`src/include/lom_pkg.sv`:
```
// Package for the line output mixer control register bank.
// Assumes a byte-wide register port with eight-bit addresses.
package lom_pkg;

  // ==========================================================
  // Bus widths
  localparam int LOM_ADDR_W = 8;
  localparam int LOM_DATA_W = 8;

  // ==========================================================
  // Register offsets
  localparam logic [7:0] LOM_RESERVED_BEFORE_MIXER = 8'h4F;
  localparam logic [7:0] LOM_LEFT_LINE2_TO_LEFT_OUT_PATH = 8'h50;
  localparam logic [7:0] LOM_LEFT_PREAMP_TO_LEFT_OUT_PATH = 8'h51;
  localparam logic [7:0] LOM_LEFT_DAC_TO_LEFT_OUT_PATH = 8'h52;
  localparam logic [7:0] LOM_RIGHT_LINE2_TO_LEFT_OUT_PATH = 8'h53;
  localparam logic [7:0] LOM_RIGHT_PREAMP_TO_LEFT_OUT_PATH = 8'h54;
  localparam logic [7:0] LOM_RIGHT_DAC_TO_LEFT_OUT_PATH = 8'h55;
  localparam logic [7:0] LOM_LEFT_LINE_OUT_LEVEL_STATUS = 8'h56;
  localparam logic [7:0] LOM_LEFT_LINE2_TO_RIGHT_OUT_PATH = 8'h57;
  localparam logic [7:0] LOM_LEFT_PREAMP_TO_RIGHT_OUT_PATH = 8'h58;
  localparam logic [7:0] LOM_LEFT_DAC_TO_RIGHT_OUT_PATH = 8'h59;

  // ==========================================================
  // Path register layout
  localparam int LOM_PATH_COUNT = 9;
  localparam int LOM_ROUTE_BIT = 7;
  localparam int LOM_VOL_W = 7;
  localparam logic [7:0] LOM_PATH_RESET = 8'h00;

  // ==========================================================
  // Level and status register layout
  localparam int LOM_LEVEL_LSB = 4;
  localparam int LOM_LEVEL_W = 4;
  localparam int LOM_UNMUTE_BIT = 3;
  localparam int LOM_RSVD_BIT = 2;
  localparam int LOM_PENDING_BIT = 1;
  localparam int LOM_POWER_BIT = 0;
  localparam logic [3:0] LOM_LEVEL_RESET = 4'h0;
  localparam logic [3:0] LOM_LEVEL_MAX = 4'h9;
  localparam logic LOM_UNMUTE_RESET = 1'b0;
  localparam logic LOM_PENDING_RESET = 1'b1;

endpackage : lom_pkg

```
`src/design/lom_regs.sv`:
```
// Register bank steering the left and right line output mixers.
// Assumes a same-clock register port and analog status pins that arrive
// asynchronously and are therefore synchronised here.
//
// How it works
// - The reserved register at 0x4F reads zero; writes are ignored.
// - Bit 7 at 0x50 routes left second line input into left mixer.
// - Bit 7 at 0x51 routes left preamp output into left mixer.
// - Bit 7 at 0x52 routes left DAC output into left mixer.
// - Bit 7 at 0x53 routes right second line input into left mixer.
// - Bit 7 at 0x54 routes right preamp output into left mixer.
// - Bit 7 at 0x55 routes right DAC output into left mixer.
// - Bit 7 at 0x57 routes left second line input into right mixer.
// - Bit 7 at 0x58 routes left preamp output into right mixer.
// - Bit 7 at 0x59 routes left DAC output into right mixer.
// - Each path register holds a read-write seven-bit volume, reset zero.
// - Level bits 7:4 set 0 to 9 dB in 1 dB steps, reset zero.
// - Bit 3 of 0x56 unmutes the left output; reset muted.
// - Bit 2 of 0x56 is read-only zero.
// - Bit 1 of 0x56 reads one while gains are pending; resets one.
// - Bit 0 of 0x56 reads one when the left driver is powered.
`timescale 1ns/1ps

module lom_regs
  import lom_pkg::*;
(
  // Clock and reset
  input wire logic clock,
  input wire logic rst,
  // Register port
  input wire logic [lom_pkg::LOM_ADDR_W-1:0] reg_addr,
  input wire logic [lom_pkg::LOM_DATA_W-1:0] reg_wdata,
  input wire logic reg_write,
  input wire logic reg_read,
  output logic [lom_pkg::LOM_DATA_W-1:0] reg_rdata,
  // Analog status inputs, asynchronous
  input wire logic left_line_output_driver_powered,
  input wire logic left_gain_applied,
  // Left line output mixer controls
  output logic left_second_line_input_to_left_en,
  output logic [lom_pkg::LOM_VOL_W-1:0] left_second_line_input_to_left_vol,
  output logic left_preamp_output_to_left_en,
  output logic [lom_pkg::LOM_VOL_W-1:0] left_preamp_output_to_left_vol,
  output logic left_dac_primary_output_to_left_en,
  output logic [lom_pkg::LOM_VOL_W-1:0] left_dac_primary_output_to_left_vol,
  output logic right_second_line_input_to_left_en,
  output logic [lom_pkg::LOM_VOL_W-1:0] right_second_line_input_to_left_vol,
  output logic right_preamp_output_to_left_en,
  output logic [lom_pkg::LOM_VOL_W-1:0] right_preamp_output_to_left_vol,
  output logic right_dac_primary_output_to_left_en,
  output logic [lom_pkg::LOM_VOL_W-1:0] right_dac_primary_output_to_left_vol,
  // Right line output mixer controls
  output logic left_second_line_input_to_right_en,
  output logic [lom_pkg::LOM_VOL_W-1:0] left_second_line_input_to_right_vol,
  output logic left_preamp_output_to_right_en,
  output logic [lom_pkg::LOM_VOL_W-1:0] left_preamp_output_to_right_vol,
  output logic left_dac_primary_output_to_right_en,
  output logic [lom_pkg::LOM_VOL_W-1:0] left_dac_primary_output_to_right_vol,
  // Left line output driver controls
  output logic [lom_pkg::LOM_LEVEL_W-1:0] left_line_output_driver_level,
  output logic left_line_output_driver_unmute
);
  import lom_pkg::*;

  // ==========================================================
  // Address decode
  logic [LOM_PATH_COUNT-1:0] path_hit;
  wire level_hit = (reg_addr == LOM_LEFT_LINE_OUT_LEVEL_STATUS);
  wire level_write = reg_write && level_hit;
  logic [7:0] path_reg [LOM_PATH_COUNT];

  assign path_hit[0] = reg_addr == LOM_LEFT_LINE2_TO_LEFT_OUT_PATH;
  assign path_hit[1] = reg_addr == LOM_LEFT_PREAMP_TO_LEFT_OUT_PATH;
  assign path_hit[2] = reg_addr == LOM_LEFT_DAC_TO_LEFT_OUT_PATH;
  assign path_hit[3] = reg_addr == LOM_RIGHT_LINE2_TO_LEFT_OUT_PATH;
  assign path_hit[4] = reg_addr == LOM_RIGHT_PREAMP_TO_LEFT_OUT_PATH;
  assign path_hit[5] = reg_addr == LOM_RIGHT_DAC_TO_LEFT_OUT_PATH;
  assign path_hit[6] = reg_addr == LOM_LEFT_LINE2_TO_RIGHT_OUT_PATH;
  assign path_hit[7] = reg_addr == LOM_LEFT_PREAMP_TO_RIGHT_OUT_PATH;
  assign path_hit[8] = reg_addr == LOM_LEFT_DAC_TO_RIGHT_OUT_PATH;

  // ==========================================================
  // Path registers
  // The reserved address has no storage at all, so a stray write to it
  // cannot change what it reads.
  // A write replaces the routing enable and the volume together.
  logic [LOM_PATH_COUNT-1:0] path_write;
  assign path_write = path_hit & {LOM_PATH_COUNT{reg_write}};

  // Left second line input into the left mixer.
  lom_path_reg #(
    .WIDTH(LOM_DATA_W),
    .RESET_VALUE(LOM_PATH_RESET)
  ) u_left_line2_to_left (
    .clock(clock),
    .rst(rst),
    .load(path_write[0]),
    .wdata(reg_wdata),
    .q(path_reg[0])
  );

  // Left preamp output into the left mixer.
  lom_path_reg #(
    .WIDTH(LOM_DATA_W),
    .RESET_VALUE(LOM_PATH_RESET)
  ) u_left_preamp_to_left (
    .clock(clock),
    .rst(rst),
    .load(path_write[1]),
    .wdata(reg_wdata),
    .q(path_reg[1])
  );

  // Left DAC primary output into the left mixer.
  lom_path_reg #(
    .WIDTH(LOM_DATA_W),
    .RESET_VALUE(LOM_PATH_RESET)
  ) u_left_dac_to_left (
    .clock(clock),
    .rst(rst),
    .load(path_write[2]),
    .wdata(reg_wdata),
    .q(path_reg[2])
  );

  // Right second line input into the left mixer.
  lom_path_reg #(
    .WIDTH(LOM_DATA_W),
    .RESET_VALUE(LOM_PATH_RESET)
  ) u_right_line2_to_left (
    .clock(clock),
    .rst(rst),
    .load(path_write[3]),
    .wdata(reg_wdata),
    .q(path_reg[3])
  );

  // Right preamp output into the left mixer.
  lom_path_reg #(
    .WIDTH(LOM_DATA_W),
    .RESET_VALUE(LOM_PATH_RESET)
  ) u_right_preamp_to_left (
    .clock(clock),
    .rst(rst),
    .load(path_write[4]),
    .wdata(reg_wdata),
    .q(path_reg[4])
  );

  // Right DAC primary output into the left mixer.
  lom_path_reg #(
    .WIDTH(LOM_DATA_W),
    .RESET_VALUE(LOM_PATH_RESET)
  ) u_right_dac_to_left (
    .clock(clock),
    .rst(rst),
    .load(path_write[5]),
    .wdata(reg_wdata),
    .q(path_reg[5])
  );

  // Left second line input into the right mixer.
  lom_path_reg #(
    .WIDTH(LOM_DATA_W),
    .RESET_VALUE(LOM_PATH_RESET)
  ) u_left_line2_to_right (
    .clock(clock),
    .rst(rst),
    .load(path_write[6]),
    .wdata(reg_wdata),
    .q(path_reg[6])
  );

  // Left preamp output into the right mixer.
  lom_path_reg #(
    .WIDTH(LOM_DATA_W),
    .RESET_VALUE(LOM_PATH_RESET)
  ) u_left_preamp_to_right (
    .clock(clock),
    .rst(rst),
    .load(path_write[7]),
    .wdata(reg_wdata),
    .q(path_reg[7])
  );

  // Left DAC primary output into the right mixer.
  lom_path_reg #(
    .WIDTH(LOM_DATA_W),
    .RESET_VALUE(LOM_PATH_RESET)
  ) u_left_dac_to_right (
    .clock(clock),
    .rst(rst),
    .load(path_write[8]),
    .wdata(reg_wdata),
    .q(path_reg[8])
  );

  // ==========================================================
  // Level and mute
  // Reserved level codes are stored as written; software keeps them out.
  logic [LOM_LEVEL_W-1:0] level;
  always_ff @(posedge clock or posedge rst) begin
    if (rst) begin
      level <= LOM_LEVEL_RESET;
    end else if (level_write) begin
      level <= reg_wdata[LOM_LEVEL_LSB +: LOM_LEVEL_W];
    end
  end

  // Mute has its own flop so the driver starts silent whatever the level.
  logic unmute;
  always_ff @(posedge clock or posedge rst) begin
    if (rst) begin
      unmute <= LOM_UNMUTE_RESET;
    end else if (level_write) begin
      unmute <= reg_wdata[LOM_UNMUTE_BIT];
    end
  end

  // ==========================================================
  // Status synchronisers
  // Only the second stage of each pair is read; the first may be
  // metastable for part of a cycle.
  logic power_meta, power_sync;
  always_ff @(posedge clock or posedge rst) begin
    if (rst) begin
      power_meta <= 1'b0;
      power_sync <= 1'b0;
    end else begin
      power_meta <= left_line_output_driver_powered;
      power_sync <= power_meta;
    end
  end

  logic done_meta, done_sync;
  always_ff @(posedge clock or posedge rst) begin
    if (rst) begin
      done_meta <= 1'b0;
      done_sync <= 1'b0;
    end else begin
      done_meta <= left_gain_applied;
      done_sync <= done_meta;
    end
  end

  // ==========================================================
  // Gain pending flag
  // Only the paths feeding the left mixer and the level register count.
  // A write in the same cycle as completion wins, so no change is lost.
  wire left_gain_write = level_write ||
      (reg_write && (|path_hit[5:0]));
  logic pending;
  wire next_pending = left_gain_write ? 1'b1 :
      (done_sync ? 1'b0 : pending);
  always_ff @(posedge clock or posedge rst) begin
    if (rst) begin
      pending <= LOM_PENDING_RESET;
    end else begin
      pending <= next_pending;
    end
  end

  // ==========================================================
  // Read path
  // A plain case keeps each path and reserved address next to the value that it returns.
  logic [7:0] path_rd;
  always_comb begin
    case (reg_addr)
      LOM_RESERVED_BEFORE_MIXER: begin
        path_rd = 8'h00;
      end
      LOM_LEFT_LINE2_TO_LEFT_OUT_PATH: begin
        path_rd = path_reg[0];
      end
      LOM_LEFT_PREAMP_TO_LEFT_OUT_PATH: begin
        path_rd = path_reg[1];
      end
      LOM_LEFT_DAC_TO_LEFT_OUT_PATH: begin
        path_rd = path_reg[2];
      end
      LOM_RIGHT_LINE2_TO_LEFT_OUT_PATH: begin
        path_rd = path_reg[3];
      end
      LOM_RIGHT_PREAMP_TO_LEFT_OUT_PATH: begin
        path_rd = path_reg[4];
      end
      LOM_RIGHT_DAC_TO_LEFT_OUT_PATH: begin
        path_rd = path_reg[5];
      end
      LOM_LEFT_LINE2_TO_RIGHT_OUT_PATH: begin
        path_rd = path_reg[6];
      end
      LOM_LEFT_PREAMP_TO_RIGHT_OUT_PATH: begin
        path_rd = path_reg[7];
      end
      LOM_LEFT_DAC_TO_RIGHT_OUT_PATH: begin
        path_rd = path_reg[8];
      end
      default: begin
        path_rd = 8'h00;
      end
    endcase
  end

  wire [7:0] level_rd = {level, unmute, 1'b0, pending, power_sync};
  // Reserved and unmapped addresses fall through to zero.
  wire [7:0] next_rdata = !reg_read ? 8'h00 :
      (level_hit ? level_rd : path_rd);

  always_ff @(posedge clock or posedge rst) begin
    if (rst) begin
      reg_rdata <= 8'h00;
    end else begin
      reg_rdata <= next_rdata;
    end
  end

  // ==========================================================
  // Mixer and driver outputs, straight from the registers
  assign left_second_line_input_to_left_en = path_reg[0][LOM_ROUTE_BIT];
  assign left_second_line_input_to_left_vol = path_reg[0][LOM_VOL_W-1:0];
  assign left_preamp_output_to_left_en = path_reg[1][LOM_ROUTE_BIT];
  assign left_preamp_output_to_left_vol = path_reg[1][LOM_VOL_W-1:0];
  assign left_dac_primary_output_to_left_en = path_reg[2][LOM_ROUTE_BIT];
  assign left_dac_primary_output_to_left_vol = path_reg[2][LOM_VOL_W-1:0];
  assign right_second_line_input_to_left_en = path_reg[3][LOM_ROUTE_BIT];
  assign right_second_line_input_to_left_vol = path_reg[3][LOM_VOL_W-1:0];
  assign right_preamp_output_to_left_en = path_reg[4][LOM_ROUTE_BIT];
  assign right_preamp_output_to_left_vol = path_reg[4][LOM_VOL_W-1:0];
  assign right_dac_primary_output_to_left_en = path_reg[5][LOM_ROUTE_BIT];
  assign right_dac_primary_output_to_left_vol = path_reg[5][LOM_VOL_W-1:0];
  assign left_second_line_input_to_right_en = path_reg[6][LOM_ROUTE_BIT];
  assign left_second_line_input_to_right_vol = path_reg[6][LOM_VOL_W-1:0];
  assign left_preamp_output_to_right_en = path_reg[7][LOM_ROUTE_BIT];
  assign left_preamp_output_to_right_vol = path_reg[7][LOM_VOL_W-1:0];
  assign left_dac_primary_output_to_right_en = path_reg[8][LOM_ROUTE_BIT];
  assign left_dac_primary_output_to_right_vol = path_reg[8][LOM_VOL_W-1:0];
  assign left_line_output_driver_level = level;
  assign left_line_output_driver_unmute = unmute;

endmodule // lom_regs

// ==========================================================
// One path register: a routing enable above a volume code.
// Every path register is built from this one module, so all of them
// share one reset value and one load rule.
module lom_path_reg
  import lom_pkg::*;
#(
  parameter int WIDTH = lom_pkg::LOM_DATA_W,
  parameter logic [WIDTH-1:0] RESET_VALUE = lom_pkg::LOM_PATH_RESET
) (
  // Clock and reset
  input wire logic clock,
  input wire logic rst,
  // Load strobe and data from the register port
  input wire logic load,
  input wire logic [WIDTH-1:0] wdata,
  // Stored value
  output logic [WIDTH-1:0] q
);
  import lom_pkg::*;

  always_ff @(posedge clock or posedge rst) begin
    if (rst) begin
      q <= RESET_VALUE;
    end else if (load) begin
      q <= wdata;
    end
  end

endmodule // lom_path_reg

```
`config.mk`:
```
export PLATFORM = sky130hd
export DESIGN_NAME = lom_regs
export DESIGN_NICKNAME = d
export VERILOG_FILES = /design/src/include/lom_pkg.sv /design/src/design/lom_regs.sv
export SDC_FILE = /design/constraint.sdc
export NUM_CORES = 1
export LEC_CHECK = 0
export BUFFER_PORTS_ARGS = -buffer_cell sky130_fd_sc_hd__buf_4
export CAP_MARGIN = 10
export CORE_MARGIN = 2
export CORE_UTILIZATION = 53
export DETAILED_ROUTE_END_ITERATION = 10
export PLACE_DENSITY = 0.92
export SYNTH_ARGS = -nofsm -noshare
export SYNTH_HDL_FRONTEND = slang
export SYNTH_SLANG_ARGS = --single-unit
```
`constraint.sdc`:
```
create_clock -name clock -period 3.05 [get_ports clock]
set_clock_uncertainty 0.2 [all_clocks]
set_input_delay 0.305 -clock clock [delete_from_list [all_inputs] [get_ports clock]]
set_output_delay 0.305 -clock clock [all_outputs]
set_load 0.005 [all_outputs]
```
==> metrics.md <==
| Metric | Value |
|---|---|
| Die ar. | `8503 µm²` |
| Crit end category | `flop` |
| Synth Warn # | `0` |
| Hold Crit Depth | `2` |
| Final nets | `438` |
| Syn Nets | `331` |
| Fin crit share | `66.22%` |
| Number of global-route vias before repair | `3216` |
| Final hold violation count | `0` |
| DIE HEIGHT | `92.21 µm` |
| Later-pin clock latency in the skew report | `370 ps` |
| Average cell area after synthesis | `13.35 µm²` |
| Async set-or-reset flop fraction in the synthesized netlist | `100.0%` |
| Register bit total from synthesis | `90` |
| Largest net degree at the start of global routing | `50` |
| RSZ-0062 raised after global routing | `no` |
| Fin area | `5268 µm²` |
| P_leak | `2.632 nW` |
| Routed Antenna Nets | `0` |
| Final Max Tran Viols | `0` |
| Outcome | `finished, final reports clean` |
| DPL Wire Length | `7788 µm` |
| Arrival @ worst endpoint | `2120 ps` |
| DR WL/cell | `20.87 µm` |
| Worst relative slew slack | `44.15%` |
| Post-synth top flop | `dfrtp_1` |
| TritonCTS clock tree | `yes` |
| Hold Startpoint | `reg_wdata[0]` |
| First-pass GRT wire length | `17110 µm` |
| Post-CTS setup buffer count | `0` |
| Synth cell types | `42` |
| Critical path startpoint | `reg_addr[3]` |
| Synth Instances | `309` |
| Synth-to-Final Area Change | `27.73%` |
| Commonest cells after routing, fill and taps aside | `buf_4, dfrtp_1, mux2_2, nand2_1, a22oi_1` |
| Pre-CTS WS | `792.8 ps` |
| Crit path max fanout | `20` |
| Layout cell share with drive strength beyond 1 | `52.97%` |
| Final WS setup | `1030 ps` |
| Slew @ Worst Pin | `831.3 ps` |
| Inst Count DP | `504` |
| Placer Congestion | `0.9289` |
| Clk root buf | `clkbuf_8` |
| Most common cell after layout, fill and taps aside | `buf_4` |
| Vias | `3176` |
| Post-route DRC | `0` |
| Via density | `6.073` |
| Rows | `32` |
| Power Dens Cells | `477.9 nW/µm²` |
| # clock sinks | `90` |
| Worst min path class | `in -> reg` |
| Finished Layout Cells | `523` |
| GR Overflow Total | `0` |
| Cells on worst reg2reg path | `4` |
| Top-Level Pins | `107` |
| Die X | `92.21 µm` |
| Final Routed Wirelength | `10920 µm` |
| CP Data Required Time | `3150 ps` |
| Num CTS Buffers | `9` |
| Total core area | `7647 µm²` |
| N_diodes | `0` |
| CTS clk-pin slew, worst paths | `80 ps` |
| Fmax | `0.4951 GHz` |
| Final setup violating endpoints | `0` |
| DRT Pass-1 Iters | `5` |
| 1st-iter DRT viols | `391` |
| Placed Area | `5005 µm²` |
| EDFF count, synth | `0` |
| GRT Util Overall | `26.61%` |
| Minimum clock period | `2020 ps` |
| Fill count | `551` |
| H-Tree Depth | `3` |
| FF-to-FF Start | `u_left_preamp_to_left.q[0]$_DFFE_PP0P_` |
| PortBufs | `106` |
| Worst IR drop on VDD | `0.2894 mV` |
| Initial antenna violation count | `0` |
| Post-CTS resize count | `0` |
| Register area share after synthesis | `54.64%` |
| Final setup TNS | `0 ps` |
| Kind of critical path | `in -> reg` |
| CTS max path bufs | `2` |
| Max Cap Viol | `0` |
| Initial core utilization | `53.93%` |
| Mapped Area | `4124 µm²` |
| CP startpoint kind | `primary input` |
## logic make-up (layout without fill, tap and decap cells)
kind of cell / Yosys count / in the layout / share of synthesized area, %
multiplexers: 90 / 90 / 24.70
AND/OR/NAND/NOR: 55 / 55 / 9.132
AO/OA/AOI/OAI: 53 / 53 / 9.254
flip-flops: 90 / 90 / 54.64
buffers and inverters: 21 / 133 / 2.275
## path summary, 6_finish.rpt
kind	to	slack, ps
worst max register to register	reg_rdata[0]$_DFF_PP0_	1390
worst min register to register	power_sync$_DFF_PP0_	160
max in group asynchronous	pending$_DFFE_PP1P_	1530
min in group asynchronous	u_left_preamp_to_left.q[1]$_DFFE_PP0P_	400
worst min-delay path	u_right_line2_to_left.q[0]$_DFFE_PP0P_	50
worst max-delay path	reg_rdata[6]$_DFF_PP0_	1030
## cell type report
type | count | area (µm²) | share of cell area [%]
timing repair buffer | 111 | 853.3 | 16.20
clock buffer | 10 | 127.6 | 2.423
multi-input combinational | 198 | 1777 | 33.73
clock inverter | 6 | 105.1 | 1.995
tap | 102 | 127.6 | 2.423
inverter | 6 | 23.77 | 0.4513
sequential | 90 | 2253 | 42.78
## flip-flops by register name (all words and copies together), names as in the netlist, 4 cells and up
| name | cells |
|---|---|
| u_right_preamp_to_left.q | 8 |
| reg_rdata | 8 |
| u_left_dac_to_right.q | 8 |
| u_left_preamp_to_left.q | 8 |
| u_left_line2_to_right.q | 8 |
| u_right_dac_to_left.q | 8 |
| u_left_line2_to_left.q | 8 |
| u_left_dac_to_left.q | 8 |
| left_line_output_driver_level | 4 |
| u_right_line2_to_left.q | 8 |
| u_left_preamp_to_right.q | 8 |
## worst max-delay path: stages
cell and delay, ps:
buf_4 200, nor2b_1 330, nand2_1 230, nor3_1 730, a22oi_1 190, nand2_1 140
## what timing repair did
item                                    4_1_cts  5_1_grt
endpoints found under the setup margin        0        0
hold buffers                                  3        0
endpoints found under the hold margin        43        0
## synth_stat cells (all sizes together), types with 2 or more instances
| cell | instances | area (µm²) |
|---|---|---|
| nor2b | 6 | 37.54 |
| nand2 | 15 | 56.30 |
| nor3 | 5 | 52.55 |
| o21ai | 9 | 45.04 |
| nand4 | 3 | 25.02 |
| a32oi | 6 | 52.55 |
| and3b | 2 | 17.52 |
| nand3 | 9 | 75.07 |
| mux2 | 84 | 945.9 |
| o22ai | 8 | 50.05 |
| mux2i | 5 | 50.05 |
| nor2 | 10 | 52.55 |
| a21oi | 2 | 10.01 |
| a22oi | 15 | 112.6 |
| a31oi | 2 | 12.51 |
| inv | 6 | 22.52 |
| buf | 14 | 67.56 |
| a22o | 4 | 35.03 |
| dfrtp | 89 | 2227 |
## routing by layer
layer | routed length, µm | GRT usage (%) | up-vias
li1 | - | - | 1375
met3 | 896 | 5.588 | 25
met1 | 4418 | 35.41 | 1588
met2 | 5327 | 41.85 | 188
met5 | 0 | 0 | -
met4 | 273 | 12.81 | 0
## per-stage QoR
step | power, mW | util (%) | hold slack (ps)
6_report | 2.517 | 68.88 | 48.82
5_1_grt | 2.603 | 68.88 | 53.26
4_1_cts | 2.525 | 68.88 | 35.19
3_5_place_dp | 1.582 | 65.45 | 137.9
3_3_place_gp | 1.572 | 65.45 | 137.3
2_1_floorplan | 1.433 | - | 131.2
## power by group
part	total [mW]	switching [mW]	leakage [nW]	internal [mW]
sequential	1.29	0.0480	1.23	1.24
combinational	0.271	0.132	1.28	0.140
clock	0.954	0.414	0.120	0.540
Note: power is estimated with default switching activity, not from simulation.
